File: src/sdcc_pkg.sv
package sdcc_pkg;

  // ********************************************************************
  // Register map, word aligned byte addresses.
  // ********************************************************************
  localparam logic [7:0] ADDR_CTRL   = 8'h00;
  localparam logic [7:0] ADDR_CURR   = 8'h04;
  localparam logic [7:0] ADDR_DELAY  = 8'h08;
  localparam logic [7:0] ADDR_USERID = 8'h0c;
  localparam logic [7:0] ADDR_FAULT  = 8'h10;
  localparam logic [7:0] ADDR_STATUS = 8'h14;
  localparam logic [7:0] ADDR_POS    = 8'h18;

  // ********************************************************************
  // Field positions in the control, current and fault registers.
  // ********************************************************************
  localparam int CTRL_USTEP_LSB  = 0;
  localparam int CTRL_DIR_BIT    = 8;
  localparam int CTRL_ENPOL_BIT  = 9;
  localparam int CTRL_FMT_LSB    = 12;
  localparam int CTRL_FILT_LSB   = 16;
  localparam int CURR_HOLD_LSB   = 8;
  localparam int FAULT_INJ_LSB   = 8;

  // ********************************************************************
  // Reset values.
  // ********************************************************************
  localparam logic [4:0]  RST_USTEP    = 5'h08;
  localparam logic        RST_DIR      = 1'b1;
  localparam logic        RST_ENPOL    = 1'b1;
  localparam logic [1:0]  RST_FMT      = 2'h0;
  localparam logic [3:0]  RST_FILT     = 4'h0;
  localparam logic [6:0]  RST_RUN_PCT  = 7'h19;
  localparam logic [6:0]  RST_HOLD_PCT = 7'h05;
  localparam logic [7:0]  RST_DLY_HI   = 8'h01;
  localparam logic [7:0]  RST_DLY_LO   = 8'hf4;
  // Default user tag; the value is arbitrary.
  localparam logic [23:0] RST_USERID   = 24'h515253;

  // ********************************************************************
  // Encodings.
  // ********************************************************************
  localparam logic [1:0] FMT_STEP_DIR = 2'h0;
  localparam logic [1:0] FMT_UP_DOWN  = 2'h1;
  localparam logic [1:0] FMT_QUAD     = 2'h2;
  localparam logic [5:0] FAULT_CKSUM  = 6'h04;
  localparam logic [5:0] FAULT_SECTOR = 6'h08;
  localparam logic [5:0] FAULT_DEFAULTS = 6'h10;
  localparam logic [5:0] FAULT_DATA   = 6'h20;
  localparam int NUM_USTEP = 20;
  localparam int NUM_FILT = 10;

  // ********************************************************************
  // Timing.
  // ********************************************************************
  localparam int CLK_PERIOD_NS = 10;
  localparam int MS_NS         = 1000000;
  localparam logic [16:0] CYC_PER_MS = 17'(MS_NS / CLK_PERIOD_NS);
  localparam int FILT_NS [NUM_FILT] = '{50, 150, 200, 300, 500, 900,
                                        1700, 3300, 5500, 12900};
  localparam logic [8:0] USTEP_VAL [NUM_USTEP] = '{
    9'h001, 9'h002, 9'h004, 9'h008, 9'h010, 9'h020, 9'h040, 9'h080,
    9'h100, 9'h0b4, 9'h06c, 9'h07f, 9'h005, 9'h00a, 9'h019, 9'h032,
    9'h064, 9'h07d, 9'h0c8, 9'h0fa};

  typedef enum {
    SDCC_RUN,
    SDCC_WAIT,
    SDCC_HOLD
  } sdcc_cur_t;

endpackage

File: src/sdcc_core.sv
// The implementer's own choices: the placing of the registers and the Avalon-MM interface to the registers.
`timescale 1ns/1ps
module sdcc_core (
  input  wire logic        ref_clk,
  input  wire logic        reset,
  input  wire logic [7:0]  avs_address,
  input  wire logic        avs_read,
  input  wire logic        avs_write,
  input  wire logic [31:0] avs_writedata,
  input  wire logic [3:0]  avs_byteenable,
  output logic [31:0]      avs_readdata,
  output logic             avs_waitrequest,
  output logic [1:0]       avs_response,
  input  wire logic        step_in_a,
  input  wire logic        step_in_b,
  input  wire logic        enable_in,
  input  wire logic [5:0]  fault_event,
  output logic             step_pulse,
  output logic             step_dir,
  output logic [8:0]       step_increment,
  output logic [6:0]       current_pct,
  output logic             stage_enable,
  output logic             hold_active
);

  // ********************************************************************
  // Configuration registers.
  // ********************************************************************
  logic [4:0]  microstep_select_r;
  logic        direction_invert_cfg_r;
  logic        enable_polarity_r;
  logic [1:0]  step_input_format_r;
  logic [3:0]  step_filter_select_r;
  logic [6:0]  run_current_pct_r;
  logic [6:0]  hold_current_pct_r;
  logic [7:0]  hold_delay_high_byte_r;
  logic [7:0]  hold_delay_low_byte_r;
  logic [23:0] user_tag_r;
  logic [5:0]  fault_code_r;
  logic [31:0] position_r;
  logic        ack_r;
  logic [31:0] rdata_r;
  logic        wr_hit;
  logic        wr_cfg;

  assign avs_waitrequest = (avs_read | avs_write) & ~ack_r;
  assign avs_readdata    = rdata_r;
  assign avs_response    = 2'h0;
  assign wr_hit          = avs_write & ack_r;
  assign wr_cfg          = wr_hit & (avs_address != sdcc_pkg::ADDR_FAULT)
                           & (avs_address != sdcc_pkg::ADDR_STATUS)
                           & (avs_address != sdcc_pkg::ADDR_POS);

  // ********************************************************************
  // Bus handshake: one wait cycle per access.
  // ********************************************************************
  always_ff @(posedge ref_clk) begin
    if (reset) begin
      ack_r <= 1'b0;
    end else begin
      ack_r <= (avs_read | avs_write) & ~ack_r;
    end
  end

  // ********************************************************************
  // Register writes.
  // ********************************************************************
  always_ff @(posedge ref_clk) begin
    if (reset) begin
      microstep_select_r     <= sdcc_pkg::RST_USTEP;
      direction_invert_cfg_r <= sdcc_pkg::RST_DIR;
      enable_polarity_r      <= sdcc_pkg::RST_ENPOL;
      step_input_format_r    <= sdcc_pkg::RST_FMT;
      step_filter_select_r   <= sdcc_pkg::RST_FILT;
      run_current_pct_r      <= sdcc_pkg::RST_RUN_PCT;
      hold_current_pct_r     <= sdcc_pkg::RST_HOLD_PCT;
      hold_delay_high_byte_r <= sdcc_pkg::RST_DLY_HI;
      hold_delay_low_byte_r  <= sdcc_pkg::RST_DLY_LO;
      user_tag_r             <= sdcc_pkg::RST_USERID;
    end else if (wr_hit) begin
      case (avs_address)
        sdcc_pkg::ADDR_CTRL: begin
          if (avs_byteenable[0] &&
              avs_writedata[4:0] < 5'(sdcc_pkg::NUM_USTEP)) begin
            microstep_select_r <= avs_writedata[4:0];
          end
          if (avs_byteenable[1]) begin
            direction_invert_cfg_r <= avs_writedata[sdcc_pkg::CTRL_DIR_BIT];
            enable_polarity_r <= avs_writedata[sdcc_pkg::CTRL_ENPOL_BIT];
            if (avs_writedata[13:12] != 2'h3) begin
              step_input_format_r <= avs_writedata[13:12];
            end
          end
          if (avs_byteenable[2] &&
              avs_writedata[19:16] < 4'(sdcc_pkg::NUM_FILT)) begin
            step_filter_select_r <= avs_writedata[19:16];
          end
        end
        sdcc_pkg::ADDR_CURR: begin
          if (avs_byteenable[0] && avs_writedata[6:0] <= 7'h64) begin
            run_current_pct_r <= avs_writedata[6:0];
          end
          if (avs_byteenable[1] && avs_writedata[14:8] <= 7'h64) begin
            hold_current_pct_r <= avs_writedata[14:8];
          end
        end
        sdcc_pkg::ADDR_DELAY: begin
          if (avs_byteenable[0]) begin
            hold_delay_low_byte_r <= avs_writedata[7:0];
          end
          if (avs_byteenable[1]) begin
            hold_delay_high_byte_r <= avs_writedata[15:8];
          end
        end
        sdcc_pkg::ADDR_USERID: begin
          for (int i = 0; i < 3; i++) begin
            if (avs_byteenable[i] && avs_writedata[8*i +: 8] >= 8'h20 &&
                avs_writedata[8*i +: 8] <= 8'h7e) begin
              user_tag_r[8*i +: 8] <= avs_writedata[8*i +: 8];
            end
          end
        end
        default: begin
        end
      endcase
    end
  end

  // ********************************************************************
  // Fault code: fault_event bits 2 to 5 latch, parameter writes clear, set wins.
  // ********************************************************************
  always_ff @(posedge ref_clk) begin
    if (reset) begin
      fault_code_r <= 6'h00;
    end else begin
      fault_code_r <= (wr_cfg ? 6'h00 : fault_code_r)
                      | (fault_event & (sdcc_pkg::FAULT_CKSUM
                      | sdcc_pkg::FAULT_SECTOR | sdcc_pkg::FAULT_DEFAULTS
                      | sdcc_pkg::FAULT_DATA));
    end
  end

  // ********************************************************************
  // Step input filter.
  // ********************************************************************
  logic [1:0]  filt_r;
  logic [1:0]  raw;
  logic [10:0] filt_cnt_r [2];
  logic [10:0] filt_min;

  assign raw = {step_in_b, step_in_a};

  always_comb begin
    filt_min = 11'h001;
    for (int k = 0; k < sdcc_pkg::NUM_FILT; k++) begin
      if (step_filter_select_r == 4'(k)) begin
        filt_min = 11'((sdcc_pkg::FILT_NS[k] + sdcc_pkg::CLK_PERIOD_NS - 1)
                       / sdcc_pkg::CLK_PERIOD_NS);
      end
    end
  end

  generate
    for (genvar g = 0; g < 2; g++) begin : g_filt
      always_ff @(posedge ref_clk) begin
        if (reset) begin
          filt_r[g]     <= 1'b0;
          filt_cnt_r[g] <= 11'h000;
        end else if (raw[g] == filt_r[g]) begin
          filt_cnt_r[g] <= 11'h000;
        end else if (filt_cnt_r[g] + 11'h001 >= filt_min) begin
          filt_r[g]     <= raw[g];
          filt_cnt_r[g] <= 11'h000;
        end else begin
          filt_cnt_r[g] <= filt_cnt_r[g] + 11'h001;
        end
      end
    end
  endgenerate

  // ********************************************************************
  // Step decoding.
  // ********************************************************************
  logic [1:0] prev_r;
  logic       dec_step;
  logic       dec_dir;
  logic       enabled;

  assign enabled = (enable_in == enable_polarity_r);

  always_ff @(posedge ref_clk) begin
    if (reset) begin
      prev_r <= 2'h0;
    end else begin
      prev_r <= filt_r;
    end
  end

  always_comb begin
    dec_step = 1'b0;
    dec_dir  = 1'b0;
    case (step_input_format_r)
      sdcc_pkg::FMT_STEP_DIR: begin
        dec_step = filt_r[0] & ~prev_r[0];
        dec_dir  = filt_r[1];
      end
      sdcc_pkg::FMT_UP_DOWN: begin
        dec_step = (filt_r[0] & ~prev_r[0]) ^ (filt_r[1] & ~prev_r[1]);
        dec_dir  = filt_r[0] & ~prev_r[0];
      end
      sdcc_pkg::FMT_QUAD: begin
        dec_step = (filt_r != prev_r) && (filt_r != ~prev_r);
        dec_dir  = prev_r[0] ^ filt_r[1];
      end
      default: begin
      end
    endcase
  end

  always_ff @(posedge ref_clk) begin
    if (reset) begin
      step_pulse     <= 1'b0;
      step_dir       <= 1'b0;
      step_increment <= sdcc_pkg::USTEP_VAL[sdcc_pkg::RST_USTEP];
      position_r     <= 32'h0;
    end else begin
      step_pulse     <= dec_step & enabled;
      step_increment <= sdcc_pkg::USTEP_VAL[microstep_select_r];
      if (dec_step & enabled) begin
        step_dir <= dec_dir ^ ~direction_invert_cfg_r;
        if (dec_dir ^ ~direction_invert_cfg_r) begin
          position_r <= position_r
                        + {23'h0, sdcc_pkg::USTEP_VAL[microstep_select_r]};
        end else begin
          position_r <= position_r
                        - {23'h0, sdcc_pkg::USTEP_VAL[microstep_select_r]};
        end
      end
    end
  end

  // ********************************************************************
  // Hold current delay.
  // ********************************************************************
  sdcc_pkg::sdcc_cur_t cur_r;
  logic [16:0] ms_cnt_r;
  logic [15:0] ms_left_r;

  always_ff @(posedge ref_clk) begin
    if (reset) begin
      cur_r     <= sdcc_pkg::SDCC_HOLD;
      ms_cnt_r  <= 17'h0;
      ms_left_r <= 16'h0;
    end else if (dec_step & enabled) begin
      cur_r     <= sdcc_pkg::SDCC_WAIT;
      ms_cnt_r  <= 17'h0;
      ms_left_r <= {hold_delay_high_byte_r, hold_delay_low_byte_r};
    end else begin
      case (cur_r)
        sdcc_pkg::SDCC_WAIT: begin
          if (ms_left_r == 16'h0) begin
            cur_r <= sdcc_pkg::SDCC_HOLD;
          end else if (ms_cnt_r == sdcc_pkg::CYC_PER_MS - 17'h1) begin
            ms_cnt_r  <= 17'h0;
            ms_left_r <= ms_left_r - 16'h1;
          end else begin
            ms_cnt_r <= ms_cnt_r + 17'h1;
          end
        end
        sdcc_pkg::SDCC_RUN: begin
          cur_r <= sdcc_pkg::SDCC_WAIT;
        end
        default: begin
        end
      endcase
    end
  end

  always_ff @(posedge ref_clk) begin
    if (reset) begin
      hold_active  <= 1'b1;
      current_pct  <= sdcc_pkg::RST_HOLD_PCT;
      stage_enable <= 1'b0;
    end else begin
      hold_active <= (cur_r == sdcc_pkg::SDCC_HOLD);
      if (cur_r == sdcc_pkg::SDCC_HOLD) begin
        current_pct  <= hold_current_pct_r;
        stage_enable <= enabled && hold_current_pct_r != 7'h0;
      end else begin
        current_pct  <= run_current_pct_r;
        stage_enable <= enabled;
      end
    end
  end

  // ********************************************************************
  // Read data.
  // ********************************************************************
  always_ff @(posedge ref_clk) begin
    if (reset) begin
      rdata_r <= 32'h0;
    end else if (avs_read & ~ack_r) begin
      case (avs_address)
        sdcc_pkg::ADDR_CTRL: rdata_r <= {12'h0, step_filter_select_r,
          2'h0, step_input_format_r, 2'h0, enable_polarity_r,
          direction_invert_cfg_r, 3'h0, microstep_select_r};
        sdcc_pkg::ADDR_CURR: rdata_r <= {17'h0, hold_current_pct_r,
          1'b0, run_current_pct_r};
        sdcc_pkg::ADDR_DELAY: rdata_r <= {16'h0, hold_delay_high_byte_r,
          hold_delay_low_byte_r};
        sdcc_pkg::ADDR_USERID: rdata_r <= {8'h0, user_tag_r};
        sdcc_pkg::ADDR_FAULT: rdata_r <= {26'h0, fault_code_r};
        sdcc_pkg::ADDR_STATUS: rdata_r <= {27'h0, enabled, stage_enable,
          hold_active, filt_r};
        sdcc_pkg::ADDR_POS: rdata_r <= position_r;
        default: rdata_r <= 32'h0;
      endcase
    end
  end

endmodule // sdcc_core

File: config.mk
export PLATFORM = sky130hd
export DESIGN_NAME = sdcc_core
export DESIGN_NICKNAME = d
export VERILOG_FILES = /design/src/sdcc_pkg.sv /design/src/sdcc_core.sv
export SDC_FILE = /design/constraint.sdc
export NUM_CORES = 1
export LEC_CHECK = 0
export ABC_CLOCK_PERIOD_IN_PS = 5100
export BUFFER_PORTS_ARGS = -buffer_cell sky130_fd_sc_hd__buf_2
export CELL_PAD_IN_SITES_DETAIL_PLACEMENT = 2
export CELL_PAD_IN_SITES_GLOBAL_PLACEMENT = 2
export CORE_UTILIZATION = 36
export CTS_CLUSTER_SIZE = 16
export DETAILED_ROUTE_END_ITERATION = 7
export PLACE_DENSITY_LB_ADDON = 0.3
export REMOVE_ABC_BUFFERS = 1
export SLEW_MARGIN = 20
export SYNTH_ARGS = -nofsm -noshare
export SYNTH_HDL_FRONTEND = slang
export SYNTH_SLANG_ARGS = --single-unit
File: constraint.sdc
create_clock -name ref_clk -period 5.1 [get_ports ref_clk]
set_input_delay 1.02 -clock ref_clk [delete_from_list [all_inputs] [get_ports ref_clk]]
set_output_delay 1.02 -clock ref_clk [all_outputs]
set_load 0.005 [all_outputs]
==> summary.txt <==
PortBufs: 98
Class of the worst hold path: register to register
DRC violations left: 0
Final Hold Fails: 0
1st-pass router iterations: 5
Final worst slack: 0.325 ns
Period utilisation layout: 93.6%
R2r worst-path depth: 20
Total vias in the final route: 11000
Setup crit end: position_r[29]
Row count: 66
H-tree depth: 1
Top FF cell, synth: dfxtp_1
Vias in the first global route: 11900
End of the worst register-to-register path: position_r[29]
Die area: 33900 um2
Final setup violation count: 0
Die Y: 184 um
Global-route wire length before repair: 65.1 mm
WP buf/inv: 1
Initial antenna violation count: 1
EDFF count, synth: 22
Top cell type's share of synthesized area: 32.7%
Cell Area, Synth: 11900 um2
Lkg Pwr: 5.46 nW
Num CTS Buffers: 26
Crit path largest cell delay: 0.45 ns
CP Max Fanout: 13
Initial drt markers: 498
Largest net degree at the start of global routing: 58
GR peak layer: met2
Total length of routed wires: 41.1 mm
Levels on crit path: 20
Synth Warn #: 0
CTS Hold Buffers Added: 0
Met3 usage: 3.43%
Clk slew on worst S/H paths: 0.06 ns
Total Routing Usage GR: 24.4%
Worst Setup Path Type: register to register
FMAX: 0.209 GHz
Critical Path RT: 5.57 ns
Grt ovf: 0
Cell Chain, Critical Path: nor2b_1, or2_2, a221oi_1, buf_4, ha_1, nand3_1, nor2_2, ha_1, nand2_1, o21ai_0, ha_1, nand2_1, a21oi_1, a31oi_2, a21oi_2, o221ai_1, o311ai_2, xor2_1, nand2_1, a21oi_1
Met2 usage: 42.6%
Slowest-stage cell, CP: dfxtp_1
Syn_area_per_cell: 8.35 um2
Run status: finished clean
Arrival @ worst endpoint: 5.24 ns
Hpwl dp: 29.8 mm
Seq/Total Area, Yosys: 38.3%
Peak supply drop: 0.000250 V
PD cells: 326 nW/um2
Fraction of registers with async set/reset: 0%
RR Startpoint: microstep_select_r[3]
Slew Viols, Final: 0
Finished Core Util: 42.5%
Area grow syn2layout: 15.9%
Clock Sinks: 217
Avg WL per Cell: 20.8 um
Routed Antenna Nets: 0
Yosys reg bits: 217
Placed insts: 1934
Post-Layout Cell Count: 1981
Final GP Congestion: 0.876
Post-Syn Instances: 1428
Antenna fix cells: 0
Startpoint Class: register
CTS tree: yes
Crit-path leading delay family: compound AO/OA/AOI/OAI gates
Die W: 184 um
Slew at the pin closest to its max-slew limit: 1.00 ns
Top post-synthesis cells by area: dfxtp_1 (33%), ha_1 (7.0%), a21oi_1 (6.0%)
Met1 Use GR: 30.6%
Final Skew: 0.0144 ns
Initial Utilization: 36.6%
Hold path cells: 2
Tot Pwr: 4.50 mW
CTS root buf: clkbuf_16
Share of layout cells above drive strength 1: 12.7%
Yosys top cell by area: dfxtp_1
Min cycle time layout: 4.77 ns
Via-per-instance ratio: 5.56
Max_cap viols: 0
Fin nets: 1645
# IOs: 112
Synth unique cells: 81
R2R Setup Slk: 0.33 ns
CORE AREA: 32500 um2
Relative slew slack: 33.0%
CTS Buffer Depth: 3
CP Launch Point: microstep_select_r[3]
Placement Setup Slack: 0.149 ns
Skew-Pair Late Insertion Delay: 0.55 ns
CP endpoint kind: register
## layout by cell type (no fill, tap or decap), types with 31 or more instances in the layout
cell,netlist,layout
nor2b_1,39,39
dfxtp_1,195,195
buf_2,5,97
mux2i_1,34,34
nand3_1,39,39
a21oi_1,144,143
xor2_1,38,38
a22oi_1,31,31
xnor2_1,50,49
o21ai_0,41,39
ha_1,67,67
nor2_1,166,163
nand2_1,180,180
## stage by stage
step | TNS (ns) | instance area (um2) | hold WS (ns)
2_1_floorplan | 0 | 11700 | 0.427
3_3_place_gp | 0 | 12900 | 0.440
3_5_place_dp | 0 | 12900 | 0.447
4_1_cts | 0 | 13800 | 0.455
5_1_grt | -0.0858 | 13800 | 0.479
6_report | 0 | 13800 | 0.448
## final cells by class
cell class	instances	area [um2]
Inverter	27	101
Multi-Input combinational cell	1125	7070
Clock buffer	43	815
Clock inverter	4	31.3
Tap cell	442	553
Fill cell	3685	18700
Timing Repair Buffer	123	684
Sequential cell	217	4560
## worst register-to-register path: cells and delay by family, from the launching register on
| family | cells | cell delay, ns |
|---|---|---|
| compound gates | 8 | 1.90 |
| fa+ha+maj | 3 | 0.84 |
| xor+xnor | 1 | 0.19 |
| flops | 1 | 0.45 |
| buf+inv | 1 | 0.20 |
| simple gates | 7 | 1.10 |
## registers in the layout, summed over array words and instances, names as in the netlist, 5 cells and up
name / cells
current_pct: 7
hold_current_pct_r: 7
user_tag_r: 24
ms_left_r: 16
microstep_select_r: 5
position_r: 32
hold_delay_low_byte_r: 8
avs_readdata: 32
ms_cnt_r: 17
hold_delay_high_byte_r: 8
run_current_pct_r: 7
step_increment: 9
filt_cnt_r: 22
## repair_timing
item,4_1_cts,5_1_grt
gates resized for setup,0,7
setup buffers,0,0
setup endpoints to repair,0,6
## cell families (layout without fill, tap and decap cells)
| group | count (synthesis) | after routing | share of synthesized area (%) |
|---|---|---|---|
| compound gates | 336 | 336 | 17.9 |
| xor+xnor | 89 | 89 | 6.60 |
| fa+ha+maj | 68 | 68 | 7.20 |
| buf+inv | 108 | 197 | 3.59 |
| flops | 217 | 217 | 38.3 |
| mux | 39 | 39 | 3.42 |
| other cells | 2 | 24 | 0.0630 |
| simple gates | 569 | 569 | 22.9 |
## worst min path at each step
stage                                start          endpoint  slack, ns
after global routing      avs_readdata[27]  avs_readdata[27]       0.48
final                     avs_readdata[24]  avs_readdata[24]       0.45
after detailed placement  avs_readdata[24]  avs_readdata[24]       0.45
after CTS                 avs_readdata[28]  avs_readdata[28]       0.46
after floorplan             user_tag_r[13]    user_tag_r[13]       0.43
after global placement    avs_readdata[28]  avs_readdata[28]       0.44
## routing by layer
layer / vias up / share of wire, %
met1: 5506 / 45
met4: 0 / 2.9
met3: 65 / 3.8
met2: 211 / 49
li1: 5223 / -
met5: - / 0
## where the power goes
part           switching, mW  internal [mW]
sequential            0.0568           1.78
clock                  0.763           1.08
combinational          0.505          0.312
total                   1.33           3.18
## cell usage after synthesis, drive strengths merged (5+ instances only)
cell type and number:
a211o 13, a211oi 23, a21o 16, a21oi 144, a221oi 9, a222oi 5, a22oi 31, a31oi 11
and3 23, and4 5, buf 9, clkbuf 72, dfxtp 195, edfxtp 22, ha 67, inv 27
mux2i 34, nand2 182, nand2b 21, nand3 39, nand3b 10, nand4 13, nor2 166, nor2b 39
nor3 23, nor3b 10, nor4 7, nor4b 5, o211ai 6, o21a 6, o21ai 41, or3 9
xnor2 50, xor2 39
(Power assumes the default switching activity.)
